===== config.mk =====
export PLATFORM = sky130hd
export DESIGN_NAME = pvbs_sequencer
export DESIGN_NICKNAME = d
export VERILOG_FILES = /design/src/pvbs_pkg.sv /design/src/pvbs_sequencer.sv
export SDC_FILE = /design/constraint.sdc
export NUM_CORES = 1
export LEC_CHECK = 0
export ABC_AREA = 1
export ABC_CLOCK_PERIOD_IN_PS = 2800
export BUFFER_PORTS_ARGS = -buffer_cell sky130_fd_sc_hd__buf_4
export CAP_MARGIN = 20
export CORE_MARGIN = 4
export CORE_UTILIZATION = 59
export DETAILED_ROUTE_END_ITERATION = 12
export PLACE_DENSITY = 0.88
export SETUP_SLACK_MARGIN = 0.4
export SLEW_MARGIN = 20
export SYNTH_ARGS = -nofsm -noshare
export SYNTH_HDL_FRONTEND = slang
export SYNTH_SLANG_ARGS = --single-unit

===== constraint.sdc =====
create_clock -name core_clk_i -period 2.8 [get_ports core_clk_i]
set_input_delay 0.56 -clock core_clk_i [delete_from_list [all_inputs] [get_ports core_clk_i]]
set_output_delay 0.56 -clock core_clk_i [all_outputs]
set_load 0.005 [all_outputs]

===== src/pvbs_pkg.sv =====
// constants and carrier types for the panel video sequencer
package pvbs_pkg;
    localparam int unsigned CLK_HZ = 20_000_000;
    localparam int unsigned CYC_PER_MS = CLK_HZ / 1000;
    localparam int unsigned VALID_MAX_MS = 50;
    localparam int unsigned HPD_MAX_MS = 200;
    localparam int unsigned BLACK_MAX_MS = 200;
    localparam int unsigned VALID_MAX_CYC = VALID_MAX_MS * CYC_PER_MS;
    localparam int unsigned HPD_MAX_CYC = HPD_MAX_MS * CYC_PER_MS;
    localparam int unsigned BLACK_MAX_CYC = BLACK_MAX_MS * CYC_PER_MS;
    // synchroniser and register latency taken off the deadlines
    localparam int unsigned SYNC_SLACK = 4;
    localparam int unsigned CNT_W = 23;
    localparam int unsigned AUX_ADDR_W = 20;
    localparam logic [AUX_ADDR_W-1:0] SINK_STATUS_ADDR = 20'h00205;
    localparam int unsigned SINK_VIDEO_BIT = 0;
    localparam logic [7:0] RD_ZERO = 8'h00;
    localparam logic RST_BLACK = 1'b1;
    localparam logic RST_HPD = 1'b0;
    localparam logic RST_STATUS = 1'b0;

    typedef enum logic [4:0] {
        ST_OFF = 5'h01,
        ST_BOOT = 5'h02,
        ST_BLACK = 5'h04,
        ST_VALIDATE = 5'h08,
        ST_VIDEO = 5'h10
    } pvbs_state_e;

    typedef struct packed {
        logic req;
        logic [AUX_ADDR_W-1:0] addr;
    } pvbs_aux_req_s;

    typedef struct packed {
        logic ack;
        logic defer;
        logic [7:0] data;
    } pvbs_aux_rsp_s;
endpackage : pvbs_pkg


===== src/pvbs_sequencer.sv =====
// sink side power-on, black video and video status sequencer
module pvbs_sequencer
    import pvbs_pkg::*;
#(
    parameter int unsigned VALID_CYC = VALID_MAX_CYC - SYNC_SLACK,
    parameter int unsigned HPD_DLY_CYC = HPD_MAX_CYC - SYNC_SLACK
)
(
    input wire logic core_clk_i, // 20 MHz clock
    input wire logic sys_rst_i, // sync reset, high
    input wire logic panel_logic_supply_i, // supply good pin
    input wire logic black_disable_i, // debug pin, no auto black
    input wire logic video_valid_i, // link sees valid video
    input wire logic no_video_flag_i, // vb-id no-stream flag
    input wire logic link_idle_i, // idle or off signalling
    input pvbs_aux_req_s aux_req_i, // aux read request
    output pvbs_aux_rsp_s aux_rsp_o, // aux answer
    output logic hpd_o, // hot-plug detect
    output logic black_video_o // show black video
);
    logic supply_meta_reg;
    logic supply_s_reg;
    logic supply_q_reg;
    logic dbg_meta_reg;
    logic dbg_s_reg;
    pvbs_state_e state_reg;
    pvbs_state_e state_next;
    logic [CNT_W-1:0] cnt_reg;
    logic status_reg;
    logic black_reg;
    logic hpd_reg;
    pvbs_aux_rsp_s rsp_reg;
    logic video_ok;
    logic boot_done;
    logic valid_done;

    assign video_ok = video_valid_i & ~no_video_flag_i & ~link_idle_i;
    assign boot_done = (cnt_reg == CNT_W'(HPD_DLY_CYC - 1));
    assign valid_done = (cnt_reg == CNT_W'(VALID_CYC - 1));

    // supply and debug pins pass two flops first; video status pins are used unsynchronised
    // third supply stage only feeds the boot edge check
    always_ff @(posedge core_clk_i)
    begin
        if (sys_rst_i)
        begin
            supply_meta_reg <= 1'b0;
            supply_s_reg <= 1'b0;
            supply_q_reg <= 1'b0;
            dbg_meta_reg <= 1'b0;
            dbg_s_reg <= 1'b0;
        end
        else
        begin
            supply_meta_reg <= panel_logic_supply_i;
            supply_s_reg <= supply_meta_reg;
            supply_q_reg <= supply_s_reg;
            dbg_meta_reg <= black_disable_i;
            dbg_s_reg <= dbg_meta_reg;
        end
    end

    always_comb
    begin
        state_next = state_reg;
        if (!supply_s_reg)
        begin
            state_next = ST_OFF;
        end
        else
        begin
            unique case (state_reg)
                ST_OFF: state_next = ST_BOOT;
                ST_BOOT:
                begin
                    if (boot_done)
                    begin
                        state_next = ST_BLACK;
                    end
                end
                ST_BLACK:
                begin
                    if (video_ok)
                    begin
                        state_next = ST_VALIDATE;
                    end
                end
                ST_VALIDATE:
                begin
                    // any glitch restarts validation, so a flaky link
                    // never reaches the panel
                    if (!video_ok)
                    begin
                        state_next = ST_BLACK;
                    end
                    else if (valid_done)
                    begin
                        state_next = ST_VIDEO;
                    end
                end
                ST_VIDEO:
                begin
                    if (!video_ok)
                    begin
                        state_next = ST_BLACK;
                    end
                end
                default: state_next = ST_OFF;
            endcase
        end
    end

    always_ff @(posedge core_clk_i)
    begin
        if (sys_rst_i)
        begin
            state_reg <= ST_OFF;
            cnt_reg <= '0;
        end
        else
        begin
            state_reg <= state_next;
            // counter runs free outside boot and validate; only
            // those states compare it, so a wrap is harmless
            if (state_next != state_reg)
            begin
                cnt_reg <= '0;
            end
            else
            begin
                cnt_reg <= cnt_reg + CNT_W'(1);
            end
        end
    end

    // black unless video is validated or the debug pin is set; also while unpowered
    always_ff @(posedge core_clk_i)
    begin
        if (sys_rst_i)
        begin
            black_reg <= RST_BLACK;
            status_reg <= RST_STATUS;
            hpd_reg <= RST_HPD;
        end
        else
        begin
            black_reg <= (state_next != ST_VIDEO) & ~dbg_s_reg;
            status_reg <= (state_next == ST_VIDEO);
            // hpd from next state, so it rises with entry to black
            hpd_reg <= (state_next == ST_BLACK)
                | (state_next == ST_VALIDATE)
                | (state_next == ST_VIDEO);
        end
    end

    // aux answer one cycle after request; defer until hpd is up
    always_ff @(posedge core_clk_i)
    begin
        if (sys_rst_i)
        begin
            rsp_reg <= '0;
        end
        else
        begin
            rsp_reg.ack <= aux_req_i.req & hpd_reg;
            rsp_reg.defer <= aux_req_i.req & ~hpd_reg;
            rsp_reg.data <= RD_ZERO;
            if (aux_req_i.req && hpd_reg
                && aux_req_i.addr == SINK_STATUS_ADDR)
            begin
                rsp_reg.data[SINK_VIDEO_BIT] <= status_reg;
            end
        end
    end

    assign aux_rsp_o = rsp_reg;
    assign hpd_o = hpd_reg;
    assign black_video_o = black_reg;
endmodule : pvbs_sequencer


## Yosys cells after proc, flatten, opt, wreduce, memory -nomap -nowiden

Index checks and enable logic that the tools add are counted.

| word-level totals | value |
|---|---|
| logic and storage cells | 50 |
| input bits | 28 |
| output and inout bits | 12 |
| register bits after elaboration | 45 |

| cells by class | value |
|---|---|
| $add $sub $neg | 1 |
| bitwise logic cells | 12 |
| multiplexer cells | 7 |
| equal/unequal tests | 13 |
| reduce and logical (&&, ||, !) cells | 4 |

Operators by type and width:

| operator | number |
|---|---|
| 5-bit 2-to-1 mux | 6 |
| 5-bit case mux with 5 select lines | 1 |
| 23-bit by 1-bit adder with 23-bit output (second input constant) | 1 |
| 23-bit by 20-bit == test with 1-bit output (second input constant) | 1 |
| 23-bit by 22-bit == test with 1-bit output (second input constant) | 1 |
| 20-bit by 10-bit == test with 1-bit output (second input constant) | 1 |
| 5-bit by 3-bit == test with 1-bit output (second input constant) | 2 |
| 5-bit by 4-bit == test with 1-bit output (second input constant) | 2 |
| 5-bit == test (second input constant) | 2 |
| 1-bit AND | 5 |
| 5-bit by 1-bit == test with 1-bit output (second input constant) | 1 |
| 5-bit by 2-bit == test with 1-bit output (second input constant) | 1 |
| 5-bit != test | 1 |
| 5-bit != test (second input constant) | 1 |
| 1-bit NOT | 5 |
| 2-bit OR reduction | 2 |
| 1-bit logical AND | 2 |
| 1-bit OR | 2 |

## Logic depth before layout (Yosys ltp)

| depth | value |
|---|---|
| depth after elaboration | 9 |
| mapped depth | 15 |

## Worst setup path after synthesis

No wires, ideal clock.

| path | value |
|---|---|
| path kind | input-to-reg |
| from | input port no_video_flag_i |
| to | register cnt_reg[2] |
| required time | 2.683 ns |
| arrival time | 1.687 ns |
| cell stages on the path | 11 |
| library setup time | 0.117 ns |
| path buffers | 1 |
| slack | 0.997 ns |
| cell sequence | nor3_1 -> inv_1 -> a21oi_1 -> nand3_1 -> nand2_1 -> nand2_1 -> nand2_1 -> nor2_1 -> nand2_2 -> buf_6 -> nor2_2 |

| on the way | value |
|---|---|
| word-level cells in the longest chain between the ends | 8 |
| elaborated cells between the ends (all ways) | 10 |

RTL lines:

| what | line | RTL |
|---|---|---|
| start: declaration | pvbs_sequencer.sv:14 | `input wire logic no_video_flag_i,` |
| 1-bit NOT * | pvbs_sequencer.sv:37 | `assign video_ok = video_valid_i & ~no_video_flag_i & ~link_idle_i;` |
| 1-bit AND * (2 in a row) | pvbs_sequencer.sv:37 |  |
| 5-bit 2-to-1 mux, on equally long branches | pvbs_sequencer.sv:103, pvbs_sequencer.sv:83, pvbs_sequencer.sv:92 |  |
| 5-bit case mux with 5 select lines * | pvbs_sequencer.sv:72 | `unique case (state_reg)` |
| 5-bit 2-to-1 mux * | pvbs_sequencer.sv:66 | `if (!supply_s_reg)` |
| 5-bit != test * | pvbs_sequencer.sv:125 | `if (state_next != state_reg)` |
| 2-bit OR reduction (no line) * | - |  |
| end signal: assignment | pvbs_sequencer.sv:131 | `cnt_reg <= cnt_reg + CNT_W'(1);` |
| end: declaration | pvbs_sequencer.sv:28 | `logic [CNT_W-1:0] cnt_reg;` |

Every way passes the cells marked *; elsewhere a longest branch is shown, timed or not.
A chain may end at the register's enable or synchronous reset.

## Worst setup path after layout

| path | value |
|---|---|
| from | register cnt_reg[0] |
| to | register cnt_reg[18] |

| on the way | value |
|---|---|
| word-level cells in the longest chain between the ends | 7 |
| elaborated cells between the ends (all ways) | 10 |

RTL lines:

| what | line | RTL |
|---|---|---|
| 23-bit by 20-bit == test with 1-bit output | pvbs_sequencer.sv:39 | `assign valid_done = (cnt_reg == CNT_W'(VALID_CYC - 1));` |
| 5-bit 2-to-1 mux | pvbs_sequencer.sv:96 | `else if (valid_done)` |
| 5-bit 2-to-1 mux | pvbs_sequencer.sv:92 | `if (!video_ok)` |
| 5-bit case mux with 5 select lines | pvbs_sequencer.sv:72 |  |
| 5-bit 2-to-1 mux | pvbs_sequencer.sv:66 |  |
| 5-bit != test | pvbs_sequencer.sv:125 |  |
| 2-bit OR reduction (no line) | - |  |

Several ways; a longest one is shown, not always the timed one.

==> flow_summary.toml <==
[finish]
largest_reg_flops = 23
regArea_um2 = 760.7
diodes = 0
drive_gt1_share_pct = 23.30
fin_nets = 368
final_cells = 385
design_area_mm2 = 0.002419
area_growth_pct = 13.44
multi_input_area_mm2 = 0.001150
nFillCells = 307

[logic_synthesis]
synth_area_leaders = "dfxtp_1 36%, nand2_1 10%, nor2_1 8.1%"
synth_cell_type_count = 30
yosysWarnings = 0
synth_area_leader_cell = "dfxtp_1"
async_reset_ff_share_pct = 0
yosysSeqAreaShare_pct = 35.68
syn_area_mm2 = 0.002132
synth-main-ff-cell = "dfxtp_1"
synth-edff-count = 0
avgSynthCellArea_um2 = 6.990
ys_ff_latch = 38
synth_top_area_share_pct = 35.68
netlist_instances = 305

[die]
die_w_um = 68.12
core_area_mm2 = 0.003416
design.die.area_mm2 = 0.004640
num_io_pins = 40
std_cell_rows = 21
die_height_um = 68.12
start_util_pct = 62.42

[sta]
timing.setup.tns_ps = 0
finalClockSkew_ps = 10.09
hold_viol_final = 0
rsz0062_at_grt = "false"
fin_ws_ps = 742.1
setup_viol = 0
min_period_over_period_pct = 73.50
slew_viol_final = 0
period_needed_ps = 2058
fmax_mhz = 485.9

[min_path]
hold_path_depth = 1
hold_end = "black_video_o"
hold_start = "dbg_s_reg"
hp-class = "reg -> reg"

[setup_path]
rr_worst_depth = 12
path_delay_family = "simple AND/OR/NAND/NOR gates"
worstPathMaxFanout = 3
slowest_stage = "dfxtp_1"
end_kind = "register"
r2r_slack_ps = 740
worstSetupPathType = "reg -> reg"
crit_path_start_kind = "register"
r2r_end = "cnt_reg[18]"
r2r-start = "cnt_reg[0]"
worst_path_most_repeated_cell = "nor2_2"
path_cells = "ha_1 -> nand3_1 -> inv_2 -> nand2_2 -> nor2_2 -> nand3_1 -> nor2_2 -> nand3_2 -> nor2_2 -> xor2_1 -> inv_1 -> nor2_2"
cp_slowest_stage_delay_ps = 380
cp_num_buf_inv = 2
required_ps = 3080
critPathArrivalTime_ps = 2330

[power]
vdd_drop_max_v = 0.0002546
power_leakage_uw = 0.001023
cellPowerDensity_mw_per_mm2 = 365.5

[routing]
dr.pass1.iters = 4
drtIter0Drc = 76
wl_um = 4328
postRouteAntennaNets = 0
drcViolationCount = 0
wire_per_inst_um = 11.24
vias_per_cell = 4.904
num_vias = 1888

[global_routing]
antenna_found_initial = 0
grt_pass1_wl_um = 6768
first_global_vias = 1637
grt_overflow_total = 0
track_usage_pct = 19.25
grt_max_degree = 24

[clock_network]
path_clk_slew_ps = 100
cts-root-buf = "clkbuf_4"
htreeDepth = 2
hold_buffers = 0
post-cts-setup-buffer-count = 0
ctsLongestPathBuffers = 2
numClockSinks = 38
clk_latency_ps = 330
cts_tree = "done"
cts_made_buffers = 5

[outcome]
status = "finished, final reports clean"

[place]
port_buffers = 32
placed_area_mm2 = 0.002369
gp_congestion = 0.8984
dpl.cell_count = 378
hpwl_um = 3399
dpl_worst_slack_ps = 427.4

[job]
maxCapViolations = 0
power by group:
part	switching, µW	leakage, µW	internal, µW
clock network	157	0.0000254	94.7
registers	5.45	0.000308	549
logic	40.0	0.000689	38.4
total	202	0.00102	682
worst register-to-register path, delay by kind of cell (launching register included):
family                     cells  cell delay [ps]
DFF                            1              380
adders and majority gates      1              220
and+or+nand+nor                8             1100
xor gates and xnor gates       1              150
buffers and inverters          2              170
cell usage in the layout (no fill, tap or decap), drive strengths merged, types with 5 or more instances in the layout:
cell	n
conb	7
nand4	7
nor3	9
a21oi	5
xor2	15
nor2	75
nand3	23
dfxtp	38
buf	32
inv	43
clkbuf	7
nand2	61
synthesized netlist by cell type (2+ instances only):
| cell type | n |
|---|---|
| xnor2_1 | 4 |
| nand3_2 | 5 |
| xor2_1 | 15 |
| nand2_1 | 57 |
| nor2_1 | 46 |
| inv_1 | 40 |
| nand3_1 | 18 |
| buf_6 | 2 |
| nor2_2 | 27 |
| dfxtp_1 | 38 |
| nor4_1 | 3 |
| inv_2 | 3 |
| buf_4 | 7 |
| nand2_2 | 3 |
| nand4_1 | 7 |
| a21oi_1 | 5 |
| nand3b_1 | 3 |
| nor2_4 | 2 |
| nor3_1 | 9 |
area by class of cell:
| class | count | area share (%) |
|---|---|---|
| sequential | 38 | 31.45 |
| timing repair buffer | 32 | 9.933 |
| inverter | 44 | 6.829 |
| clock buffer | 7 | 1.862 |
| tap | 46 | 2.380 |
| multi-input combinational | 218 | 47.54 |
cells by family (layout without fill, tap and decap cells):
kind of cell | count (synthesis) | after routing | synth area share (%)
other | 1 | 7 | 0.1759
xor gates and xnor gates | 19 | 19 | 7.805
DFF | 38 | 38 | 35.68
and+or+nand+nor | 184 | 184 | 42.20
AOI/OAI and AO/OA | 7 | 7 | 1.878
buffers and inverters | 55 | 83 | 11.68
adders and majority gates | 1 | 1 | 0.5868
per-layer routing:
metal  share of wire [%]  global-route usage, %  vias up
met2                  52                  34.18       26
met3                 2.9                  3.448        7
met5                   0                      0        -
met1                  44                  22.69      859
met4                 1.5                  7.692        0
li1                    -                      -      996
through the flow:
step	hold WS (ps)	utilization (%)	power, µW
2_1_floorplan	384.7	-	617.1
3_3_place_gp	389.2	69.34	641.7
3_5_place_dp	391.4	69.34	644.6
4_1_cts	405.3	70.66	892.5
5_1_grt	415.9	70.81	925.7
6_report	407.4	70.81	883.9
worst max-delay path by stage:
stage,from,to,slack (ps),cells past startpoint
after detailed placement,no_video_flag_i,cnt_reg[9],430,11
after global placement,no_video_flag_i,cnt_reg[9],470,11
after floorplan,no_video_flag_i,cnt_reg[2],1000,11
after global routing,cnt_reg[0],cnt_reg[11],550,14
final,cnt_reg[0],cnt_reg[18],740,12
after CTS,cnt_reg[0],cnt_reg[9],530,14
repair_timing:
| action | CTS | global route |
|---|---|---|
| setup endpoints to repair | 0 | 21 |
| hold endpoints to repair | 0 | 0 |
| gates resized for setup | 0 | 1 |
Note: power is estimated with default switching activity, not from simulation.
